===== src/swt_pkg.sv =====
// constants, register map and carrier types of the self wake-up timer
package swt_pkg;

	// ----------------------------------------------------------------
	// timing
	// ----------------------------------------------------------------
	localparam int unsigned CLK_FREQ_HZ = 250_000_000;
	localparam int unsigned OSC_FREQ_HZ = 10_000;
	localparam int unsigned OSC_DIV_CYC = CLK_FREQ_HZ / OSC_FREQ_HZ;

	// ----------------------------------------------------------------
	// register map: printed offsets are word indices
	// ----------------------------------------------------------------
	localparam logic [7:0] IDX_RELOAD  = 8'h86;
	localparam logic [7:0] IDX_CTRL    = 8'h8f;
	localparam logic [7:0] IDX_IRQ_STS = 8'h90;
	localparam logic [7:0] IDX_IRQ_MSK = 8'h91;
	localparam logic [7:0] IDX_GIE     = 8'h92;
	localparam logic [7:0] IDX_OSC     = 8'h93;
	localparam logic [7:0] IDX_COUNT   = 8'h94;
	localparam int unsigned ADDR_W     = 12;

	// control register fields
	localparam int unsigned CTRL_FLAG_BIT = 4;
	localparam int unsigned CTRL_RUN_BIT  = 3;
	localparam int unsigned CTRL_PS_LSB   = 0;
	localparam int unsigned CTRL_PS_W     = 3;

	// reset values and counter top count
	localparam logic [7:0] RELOAD_RST = 8'h00;
	localparam logic [7:0] CTRL_RST   = 8'h00;
	localparam logic [7:0] COUNT_MAX  = 8'hff;

	localparam int unsigned PSC_W = 11;

	// ----------------------------------------------------------------
	// apb carriers
	// ----------------------------------------------------------------
	typedef struct packed {
		logic              psel;
		logic              penable;
		logic              pwrite;
		logic [ADDR_W-1:0] paddr;
		logic [31:0]       pwdata;
		logic [3:0]        pstrb;
	} swt_apb_req_s;

	typedef struct packed {
		logic        pready;
		logic        pslverr;
		logic [31:0] prdata;
	} swt_apb_rsp_s;

	// ----------------------------------------------------------------
	// helpers
	// ----------------------------------------------------------------
	// terminal count of the prescaler: division factor minus one
	function automatic logic [PSC_W-1:0] swt_ps_last(
		input logic [CTRL_PS_W-1:0] sel
	);
		unique case (sel)
			3'h0: swt_ps_last = 11'h000;
			3'h1: swt_ps_last = 11'h003;
			3'h2: swt_ps_last = 11'h00f;
			3'h3: swt_ps_last = 11'h03f;
			3'h4: swt_ps_last = 11'h0ff;
			3'h5: swt_ps_last = 11'h1ff;
			3'h6: swt_ps_last = 11'h3ff;
			3'h7: swt_ps_last = 11'h7ff;
		endcase
	endfunction

	// match of a byte address against a word index, with alignment and range checked
	function automatic logic swt_hit(
		input logic [ADDR_W-1:0] addr,
		input logic [7:0]        idx
	);
		swt_hit = (addr == {2'h0, idx, 2'h0});
	endfunction

endpackage


===== src/swt_top.sv =====
// self wake-up timer: apb registers, prescaler, reload counter, interrupt
//
// Functional notes
// RL1 - keeps counting in idle and power-down
// RL2 - sole clock is 10 kHz oscillator
// RL3 - system clock at least twice timer clock
// RL4 - running timer keeps its oscillator on
// RL5 - software enables oscillator and awaits stability
// RL6 - eight-bit auto-reload up-counter at prescaled rate
// RL7 - prescale select divides by 1 to 2048
// RL8 - run bit one counts, zero halts
// RL9 - rollover from ff sets flag, reloads
// RL10 - flag with both enables requests interrupt; here irq follows sts, set with flag but cleared apart
// RL11 - only software clears the overflow flag
// RL12 - reload written only while halted; here a write while running lands as is
// RL13 - no reload ff with divide by one
// RL14 - control resets zero, flag/run/prescale layout
// RL15 - reload register read-write, resets to zero
// RL16 - start loads reload, clears prescaler
//
// Chosen here: the APB register port.
`timescale 1ns/1ps
module swt_top #(
	parameter int unsigned OSC_DIV = swt_pkg::OSC_DIV_CYC
) (
	input  wire logic                  clk_in,
	input  wire logic                  rst_n_in,
	input  wire swt_pkg::swt_apb_req_s apb_in,
	output swt_pkg::swt_apb_rsp_s      apb_out,
	output logic                       irq_out,
	output logic                       osc_active_out
);
	import swt_pkg::*;

	// ----------------------------------------------------------------
	// state
	// ----------------------------------------------------------------
	typedef struct packed {
		logic [7:0]           reload;
		logic                 flag;
		logic                 run;
		logic [CTRL_PS_W-1:0] ps_sel;
		logic [7:0]           count;
		logic [PSC_W-1:0]     psc;
		logic                 sts;
		logic                 msk;
		logic                 gie;
		logic                 osc_en;
		logic                 osc_act;
		logic                 irq;
		logic                 pready;
		logic                 pslverr;
		logic [31:0]          prdata;
	} swt_state_s;

	swt_state_s st_q;
	swt_state_s st_d;

	logic       tick;
	logic       ovf_evt;
	logic       psc_end;
	logic       acc;
	logic       wr_go;
	logic       wr_ctrl;
	logic       mapped;
	logic [7:0] wbyte;
	logic [7:0] ctrl_rd;

	// ----------------------------------------------------------------
	// slow oscillator
	// ----------------------------------------------------------------
	// the tick source ignores every power mode, so the count goes on
	// through idle and power-down
	swt_osc_tick #(
		.DIV (OSC_DIV)
	) u_osc (
		.clk_in    (clk_in),
		.rst_n_in  (rst_n_in),
		.enable_in (st_q.osc_act), // RL1
		.tick_out  (tick)
	);

	// ----------------------------------------------------------------
	// bus decode
	// ----------------------------------------------------------------
	assign acc     = apb_in.psel && apb_in.penable;
	assign wr_go   = acc && st_q.pready && apb_in.pwrite &&
	                 apb_in.pstrb[0] && !st_q.pslverr;
	assign wr_ctrl = wr_go && swt_hit(apb_in.paddr, IDX_CTRL);
	assign wbyte   = apb_in.pwdata[7:0];

	assign mapped = swt_hit(apb_in.paddr, IDX_RELOAD)  ||
	                swt_hit(apb_in.paddr, IDX_CTRL)    ||
	                swt_hit(apb_in.paddr, IDX_IRQ_STS) ||
	                swt_hit(apb_in.paddr, IDX_IRQ_MSK) ||
	                swt_hit(apb_in.paddr, IDX_GIE)     ||
	                swt_hit(apb_in.paddr, IDX_OSC)     ||
	                swt_hit(apb_in.paddr, IDX_COUNT);

	// reserved bits 7..5 read as zero
	assign ctrl_rd = {3'h0, st_q.flag, st_q.run, st_q.ps_sel}; // RL14

	// ----------------------------------------------------------------
	// counter
	// ----------------------------------------------------------------
	assign psc_end = (st_q.psc == swt_ps_last(st_q.ps_sel)); // RL7
	assign ovf_evt = st_q.run && tick && psc_end &&
	                 (st_q.count == COUNT_MAX); // RL9

	always_comb begin
		st_d         = st_q;
		st_d.pready  = 1'b0;
		st_d.pslverr = 1'b0;

		// counting only while running; halted holds everything
		if (st_q.run && tick) begin // RL8
			if (psc_end) begin
				st_d.psc = '0;
				if (st_q.count == COUNT_MAX) begin
					st_d.count = st_q.reload; // RL9
				end else begin
					st_d.count = st_q.count + 8'h01; // RL6
				end
			end else begin
				st_d.psc = st_q.psc + 11'h001; // RL7
			end
		end

		// ------------------------------------------------------------
		// apb: read data in first access cycle, write on the
		// completing edge
		// ------------------------------------------------------------
		if (acc && !st_q.pready) begin
			st_d.pready  = 1'b1;
			st_d.pslverr = !mapped;
			st_d.prdata  = 32'h0000_0000;
			if (swt_hit(apb_in.paddr, IDX_RELOAD)) begin
				st_d.prdata = {24'h0, st_q.reload}; // RL15
			end
			if (swt_hit(apb_in.paddr, IDX_CTRL)) begin
				st_d.prdata = {24'h0, ctrl_rd}; // RL14
			end
			if (swt_hit(apb_in.paddr, IDX_IRQ_STS)) begin
				st_d.prdata = {31'h0, st_q.sts};
			end
			if (swt_hit(apb_in.paddr, IDX_IRQ_MSK)) begin
				st_d.prdata = {31'h0, st_q.msk};
			end
			if (swt_hit(apb_in.paddr, IDX_GIE)) begin
				st_d.prdata = {31'h0, st_q.gie};
			end
			if (swt_hit(apb_in.paddr, IDX_OSC)) begin
				st_d.prdata = {30'h0, st_q.osc_act, st_q.osc_en};
			end
			if (swt_hit(apb_in.paddr, IDX_COUNT)) begin
				st_d.prdata = {24'h0, st_q.count};
			end
		end

		if (wr_go && swt_hit(apb_in.paddr, IDX_RELOAD)) begin
			// a write while running lands as is; software must halt first
			st_d.reload = wbyte; // RL12
		end
		if (wr_ctrl) begin
			st_d.run    = wbyte[CTRL_RUN_BIT]; // RL8
			st_d.ps_sel = wbyte[CTRL_PS_LSB +: CTRL_PS_W]; // RL7
			st_d.flag   = wbyte[CTRL_FLAG_BIT]; // RL11
			if (wbyte[CTRL_RUN_BIT] && !st_q.run) begin
				// full first interval after a start
				st_d.count = st_q.reload; // RL16
				st_d.psc   = '0; // RL16
			end
		end
		if (wr_go && swt_hit(apb_in.paddr, IDX_IRQ_STS) && wbyte[0]) begin
			st_d.sts = 1'b0;
		end
		if (wr_go && swt_hit(apb_in.paddr, IDX_IRQ_MSK)) begin
			st_d.msk = wbyte[0];
		end
		if (wr_go && swt_hit(apb_in.paddr, IDX_GIE)) begin
			st_d.gie = wbyte[0];
		end
		if (wr_go && swt_hit(apb_in.paddr, IDX_OSC)) begin
			st_d.osc_en = wbyte[0]; // RL5
		end

		// hardware only ever sets; a same-cycle clear loses
		if (ovf_evt) begin
			st_d.flag = 1'b1; // RL9 RL11
			st_d.sts  = 1'b1;
		end

		// a running timer holds its oscillator on whatever software says
		st_d.osc_act = st_d.osc_en || st_d.run; // RL4
		st_d.irq     = st_d.sts && st_d.msk && st_d.gie; // RL10
	end

	always_ff @(posedge clk_in or negedge rst_n_in) begin
		if (!rst_n_in) begin
			st_q        <= '0;
			st_q.reload <= RELOAD_RST; // RL15
			st_q.flag   <= CTRL_RST[CTRL_FLAG_BIT]; // RL14
			st_q.run    <= CTRL_RST[CTRL_RUN_BIT];
			st_q.ps_sel <= CTRL_RST[CTRL_PS_LSB +: CTRL_PS_W];
		end else begin
			st_q <= st_d;
		end
	end

	// ----------------------------------------------------------------
	// outputs
	// ----------------------------------------------------------------
	assign apb_out.pready  = st_q.pready;
	assign apb_out.pslverr = st_q.pslverr;
	assign apb_out.prdata  = st_q.prdata;
	assign irq_out         = st_q.irq;
	assign osc_active_out  = st_q.osc_act;
endmodule // swt_top


===== src/swt_osc_tick.sv =====
// low-power oscillator model: one tick per slow-clock period
`timescale 1ns/1ps
module swt_osc_tick #(
	parameter int unsigned DIV = swt_pkg::OSC_DIV_CYC
) (
	input  wire logic clk_in,
	input  wire logic rst_n_in,
	input  wire logic enable_in,
	output logic      tick_out
);
	import swt_pkg::*;

	typedef struct packed {
		logic [15:0] cnt;
		logic        tick;
	} swt_osc_state_s;

	localparam logic [15:0] LAST = 16'(DIV - 1);

	swt_osc_state_s st_q;
	swt_osc_state_s st_d;

	// ----------------------------------------------------------------
	// divider
	// ----------------------------------------------------------------
	always_comb begin
		st_d      = st_q;
		st_d.tick = 1'b0;
		if (!enable_in) begin
			// a stopped oscillator restarts a full period later
			st_d.cnt = 16'h0000;
		end else if (st_q.cnt == LAST) begin
			st_d.cnt  = 16'h0000;
			st_d.tick = 1'b1; // RL2
		end else begin
			st_d.cnt = st_q.cnt + 16'h0001;
		end
	end

	always_ff @(posedge clk_in or negedge rst_n_in) begin
		if (!rst_n_in) begin
			st_q <= '0;
		end else begin
			st_q <= st_d;
		end
	end

	assign tick_out = st_q.tick;
endmodule // swt_osc_tick


===== config.mk =====
export PLATFORM = sky130hd
export DESIGN_NAME = swt_top
export DESIGN_NICKNAME = d
export VERILOG_FILES = /design/src/swt_pkg.sv /design/src/swt_top.sv /design/src/swt_osc_tick.sv
export SDC_FILE = /design/constraint.sdc
export NUM_CORES = 1
export LEC_CHECK = 0
export ABC_AREA = 0
export BUFFER_PORTS_ARGS = -buffer_cell sky130_fd_sc_hd__buf_2
export CAP_MARGIN = 30
export CELL_PAD_IN_SITES_DETAIL_PLACEMENT = 1
export CELL_PAD_IN_SITES_GLOBAL_PLACEMENT = 2
export CORE_ASPECT_RATIO = 0.75
export CORE_UTILIZATION = 30
export DETAILED_ROUTE_END_ITERATION = 12
export PLACE_DENSITY_LB_ADDON = 0.1
export SYNTH_ARGS = -nofsm -noshare
export SYNTH_HDL_FRONTEND = slang
export SYNTH_HIERARCHICAL = 1
export SYNTH_SLANG_ARGS = --single-unit
export TNS_END_PERCENT = 1

===== constraint.sdc =====
create_clock -name clk_in -period 4.1 [get_ports clk_in]
set_clock_uncertainty 0.2 [all_clocks]
set_input_delay 1.025 -clock clk_in [delete_from_list [all_inputs] [get_ports clk_in]]
set_output_delay 1.025 -clock clk_in [all_outputs]
set_load 0.02 [all_outputs]

==> results of run 1 <==
==> synthesized netlist by cell type, types with 4 or more instances <==
cell type / n / area share
a21oi_1: 12 / 0.016
a222oi_1: 4 / 0.011
and2_1: 4 / 0.0067
and3_1: 4 / 0.0067
buf_4: 34 / 0.068
clkbuf_1: 11 / 0.011
dfrtp_1: 65 / 0.43
inv_1: 9 / 0.0090
mux2_2: 13 / 0.039
nand2_1: 21 / 0.021
nand2b_1: 5 / 0.0083
nand3_1: 18 / 0.024
nand4_1: 12 / 0.020
nor2_1: 44 / 0.044
nor2b_1: 6 / 0.010
nor3_1: 9 / 0.012
o21ai_0: 10 / 0.013
or4_1: 4 / 0.0080
xnor2_1: 14 / 0.033
xor2_1: 11 / 0.026
==> worst reg2reg max path: cells and delay by family, from the launching register on <==
family | cells | cell delay [ns]
and+or+nand+nor | 4 | 1.66
AOI/OAI and AO/OA | 2 | 0.48
DFF | 1 | 0.51
==> placed cells by master (no fill, tap or decap), types with 4 or more instances in the layout <==
cell       instances
xor2_1            11
nand2_1           21
nor2_1            44
nor3_1             9
xnor2_1           14
or4_1              4
conb_1            24
and2_1             4
nand2b_1           5
mux2_2            13
dfrtp_1           65
buf_4              6
nor2b_1            6
inv_1              9
clkbuf_16          9
and3_1             4
nand4_1           12
nand3_1           18
buf_2             37
a21oi_1           12
o21ai_0           10
a222oi_1           4
==> worst min-delay path by stage <==
stage,depth (start not counted),to,slack (ns),startpoint
global placement,1,apb_out[0],0.26,apb_out[0]
finish,1,apb_out[0],0.27,apb_out[0]
CTS,1,apb_out[0],0.28,apb_out[0]
floorplan,2,apb_out[1],0.25,apb_out[1]
global route,1,apb_out[0],0.31,apb_out[0]
detailed placement,1,apb_out[0],0.26,apb_out[0]
==> report_power, final <==
group | switching (mW) | internal, mW | total, mW
combinational | 0.0592 | 0.0200 | 0.0792
clock | 0.271 | 0.498 | 0.769
sequential | 0.00313 | 0.648 | 0.651
total | 0.333 | 1.17 | 1.50
==> metal layers <==
layer  up-vias  GRT usage  share of wire
met3        11     0.0402          0.048
met4         0     0.0584          0.015
li1       1367          -              -
met1      1396      0.253           0.53
met2        64      0.223           0.41
met5         -          0              0
==> sequential cells by signal, indices dropped and copies added (netlist names) <==
register and flops:
st_q 31, u_osc/st_q 16, apb_out 10, ctrl_rd 5, irq_out 1, osc_active_out 1
u_osc/tick_out 1
==> layout make-up <==
class / instances / area (um^2) / share of cell area
multi-input combinational: 283 / 1840 / 0.435
sequential: 65 / 1630 / 0.384
clock buffer: 12 / 256 / 0.0606
timing repair buffer: 43 / 230 / 0.0544
tap: 162 / 203 / 0.0479
clock inverter: 3 / 40.0 / 0.00946
inverter: 9 / 33.8 / 0.00798
==> cell families after synthesis <==
logic type | count (synthesis)
other | 1
flip-flops | 65
buffers and inverters | 57
XOR/XNOR | 25
adder cells (fa/ha/maj) | 3
AO/OA/AOI/OAI | 54
AND/OR/NAND/NOR | 159
multiplexers | 18
==> results.yml, run 1 <==
yosys:
  yosys.area_share.adder: 0.0100
  yosys-mux-area-fraction: 0.0574
  avgSynthCellArea_um2: 9.81
  ys_ff_latch: 65
  synthSimpleGateAreaFrac: 0.240
  synth_cells: 382
  synth_xor_area_frac: 0.0584
  synth_top_family_by_area: "simple AND/OR/NAND/NOR gates"
  synth_flop_cell: "dfrtp_1"
  synth-compound-area-share: 0.102
  seq_area_frac_synth: 0.434
  synth_area_um2: 3750
  synth_cell_types: 64
  synth_edf_count: 0
  async_reset_ff_frac: 1.00
  yosysWarningCount: 6
clock_tree:
  cts_buffers: 9
  cts_setup_buffers: 0
  cts-root-buf: "clkbuf_16"
  htreeDepth: 3
  cts_resized: 0
  cts_max_path_buffers: 2
  insertion_delay_ns: 0.33
  holdBufCountCts: 0
  clk_pin_slew_ns: 0.05
  clkSinkCount: 65
  cts_tree: "yes"
routing:
  firstDrtPassIters: 4
  wl_um: 9480
  viasPerCell: 4.92
  first_iter_violations: 142
  wire_per_inst_um: 16.4
  vias: 2838
  drc: 0
  ant_nets: 0
timing:
  fin_crit_sh: 0.782
  timing.hold.ws_ns: 0.271
  finalSetupTns_ns: 0
  setup_slack_ns: 0.892
  rsz0062_at_grt: "no"
  fmax_ghz: 0.312
  final_hold_viol_count: 0
  slew_viol_final: 0
  finalSetupViolations: 0
  post-route-min-period_ns: 3.21
  max_slew_margin: 0.420
  worst_pin_slew_ns: 0.871
cells_and_area:
  instances_no_fill: 577
  drive_gt1_frac: 0.210
  syn2layout_area_growth_pct: 13.0
  finish.utilization: 0.357
  nets: 467
  antenna_cells: 0
  nFillCells: 1349
  fin_area_um2: 4230
setup_path:
  worstReg2RegStart: "ctrl_rd[2]"
  crit_fanout: 7
  cp.arrival_ns: 3.22
  crit_family: "simple AND/OR/NAND/NOR gates"
  cp.required_ns: 4.11
  rrSetupSlack_ns: 1.19
  crit_cells: 6
  startpoint: "apb_in[37]"
  critPathKind: "primary input to flop"
  critPathSlowestCell: "or4b_1"
  endpoint_kind: "flop"
  endpoint: "osc_active_out"
  rr_endpoint: "st_q[57]"
  crit_buf_inv: 1
  reg2reg_depth: 6
  path_cells: "buf_2 -> or4b_1 -> nor4_4 -> nand2_2 -> mux2_4 -> or2_1"
  slowest_delay_ns: 0.69
  worst_setup_path_start_kind: "primary input"
grt:
  grt_start_max_net_pins: 66
  grt_overflow: 0
  grt_usage: 0.166
  grt_pass1_wl_um: 16000
  grt_pass1_vias: 2854
  grt_antenna_before_repair: 0
run_status:
  status: "finished, final reports clean"
placement:
  place_ws_ns: 0.533
  dp_cells: 562
  io_buffers: 37
  gp_congestion: 0.735
  hpwlAfterDp_um: 7070
  placed_cell_area_um2: 3940
floorplan:
  die_area_um2: 12900
  initial_core_util: 0.316
  die_h_um: 98.8
  ios: 89
  rows: 34
  die_w_um: 131
  coreArea_um2: 11900
power_and_ir_drop:
  p_leak_nw: 1.89
  peakVddDrop_mv: 0.201
  finalPower_mw: 1.50
  powerDensity_nw_per_um2: 354
min_path:
  hold_class: "flop to flop"
job:
  drv_cap: 0
Power figures use the tool's default switching activity.
==> run 2, diff against run 1 <==
==> constraint.sdc (replaced) <==
create_clock -name clk_in -period 2.8 [get_ports clk_in]
set_clock_uncertainty 0.2 [all_clocks]
set_input_delay 0.7 -clock clk_in [delete_from_list [all_inputs] [get_ports clk_in]]
set_output_delay 0.7 -clock clk_in [all_outputs]
set_load 0.02 [all_outputs]
==> run 2 against run 1 <==
Sequential share of layout area decreased by 2.1 points. Sequential power increased by 46%. Critical path type unchanged. Register-to-register slack lost 0.89 ns. Power up 60%.
==> results.yml, run 2 (same netlist as run 1, synthesis figures left out) <==
clock_tree:
  insertion_delay_ns: 0.34
  clkSinkCount: 65
  holdBufCountCts: 0
  cts-root-buf: "clkbuf_16"
  cts_buffers: 9
  cts_tree: "yes"
  clk_pin_slew_ns: 0.06
  htreeDepth: 3
  cts_setup_buffers: 0
  cts_resized: 0
  cts_max_path_buffers: 2
timing:
  final_hold_viol_count: 0
  slew_viol_final: 0
  rsz0062_at_grt: "no"
  max_slew_margin: 0.576
  finalSetupViolations: 0
  post-route-min-period_ns: 2.58
  worst_pin_slew_ns: 0.637
  fin_crit_sh: 0.923
  fmax_ghz: 0.387
  timing.hold.ws_ns: 0.185
cells_and_area:
  antenna_cells: 0
  layout_common_cells: "65 x dfrtp_1, 44 x nor2_1, 37 x buf_2, 24 x conb_1"
  mostFrequentLayoutCell: "dfrtp_1"
  drive_gt1_frac: 0.246
  largest_register_ffs: 31
  nets: 486
  regMostFlops: "st_q"
  syn2layout_area_growth_pct: 19.4
  finish.utilization: 0.377
setup_path:
  critPathKind: "primary input to flop"
  critPathSlowestCell: "or4b_1"
  path_cells: "buf_2 -> or4b_1 -> buf_4 -> buf_4 -> nor3_1 -> and3_1 -> buf_12 -> nand2_1 -> a21oi_1 -> a21o_1"
  reg2reg_depth: 6
  crit_family: "simple AND/OR/NAND/NOR gates"
  crit_cells: 10
  cp.arrival_ns: 2.66
  slowest_delay_ns: 0.58
  endpoint_kind: "flop"
  worst_setup_path_start_kind: "primary input"
  crit_fanout: 9
  cp.required_ns: 2.88
  crit_top_cell: "buf_4"
  crit_buf_inv: 4
floorplan:
  die_h_um: 98.8
  coreArea_um2: 11900
  die_w_um: 131
  die_area_um2: 12900
  initial_core_util: 0.316
  rows: 34
  ios: 89
grt:
  grt_usage: 0.178
  grt_overflow: 0
  grt_start_max_net_pins: 41
  grt_pass1_wl_um: 17000
  grt_pass1_vias: 3064
  grt_antenna_before_repair: 0
power_and_ir_drop:
  finalPower_mw: 2.40
  p_leak_nw: 2.02
  powerDensity_nw_per_um2: 537
  peakVddDrop_mv: 0.305
routing:
  viasPerCell: 4.90
  first_iter_violations: 169
  drc: 0
  wire_per_inst_um: 17.1
  ant_nets: 0
  wl_um: 10200
  firstDrtPassIters: 4
  vias: 2928
placement:
  io_buffers: 37
  hpwlAfterDp_um: 7700
  gp_congestion: 0.739
job:
  drv_cap: 0
run_status:
  status: "finished, final reports clean"
min_path:
  hold_class: "primary input to async pin"
## run 2: report_power, final
group	switching [mW]	internal, mW
combinational	0.0899	0.0334
clock	0.436	0.893
sequential	0.00450	0.948
## run 2: worst paths after layout
check | slack (ns) | start | end
max in group asynchronous | 1.58 | rst_n_in | irq_out
worst min-delay path | 0.18 | rst_n_in | st_q[49]
worst min register to register | 0.28 | apb_out[0] | apb_out[0]
min in group clk_in | 0.28 | apb_out[0] | apb_out[0]
worst max-delay path | 0.22 | apb_in[37] | apb_out[0]
worst max register to register | 0.30 | st_q[42] | st_q[57]
## run 2: per-stage QoR
| stage | cell area [um^2] | setup WS, ns | cells | TNS (ns) |
|---|---|---|---|---|
| 6_report | 4470 | 0.215 | 597 | 0 |
| 5_1_grt | 4470 | 0.0474 | 597 | 0 |
| 4_1_cts | 4470 | 0.207 | 597 | 0 |
| 3_5_place_dp | 4130 | -0.140 | 581 | -1.63 |
| 3_3_place_gp | 4130 | -0.133 | 581 | -1.49 |
| 2_1_floorplan | 3830 | 0.00313 | 405 | 0 |
## run 2: worst register-to-register path: stages, from the launching register on
cell	delay (ns)
dfrtp_1	0.44
or4_1	0.51
o22a_1	0.23
a21oi_1	0.23
nand3_1	0.20
or4_1	0.53
nand3_1	0.10
## run 2: final cells by class
class,instances,area [um^2]
fillers,1382,7390
multi-input cells,283,1840
flip-flops and latches,65,1630
repair buffers,62,423
clock buffers,11,243
well taps,162,203
clock inverters,5,103
inverters,9,33.8
## run 2: per-layer routing
layer | share of wire | vias to the layer above | track usage | wire [um]
met5 | 0 | - | 0 | 0
met4 | 0.017 | 0 | 0.0619 | 169
met3 | 0.048 | 13 | 0.0467 | 485
met2 | 0.41 | 74 | 0.245 | 4170
met1 | 0.53 | 1438 | 0.264 | 5380
li1 | - | 1403 | - | -
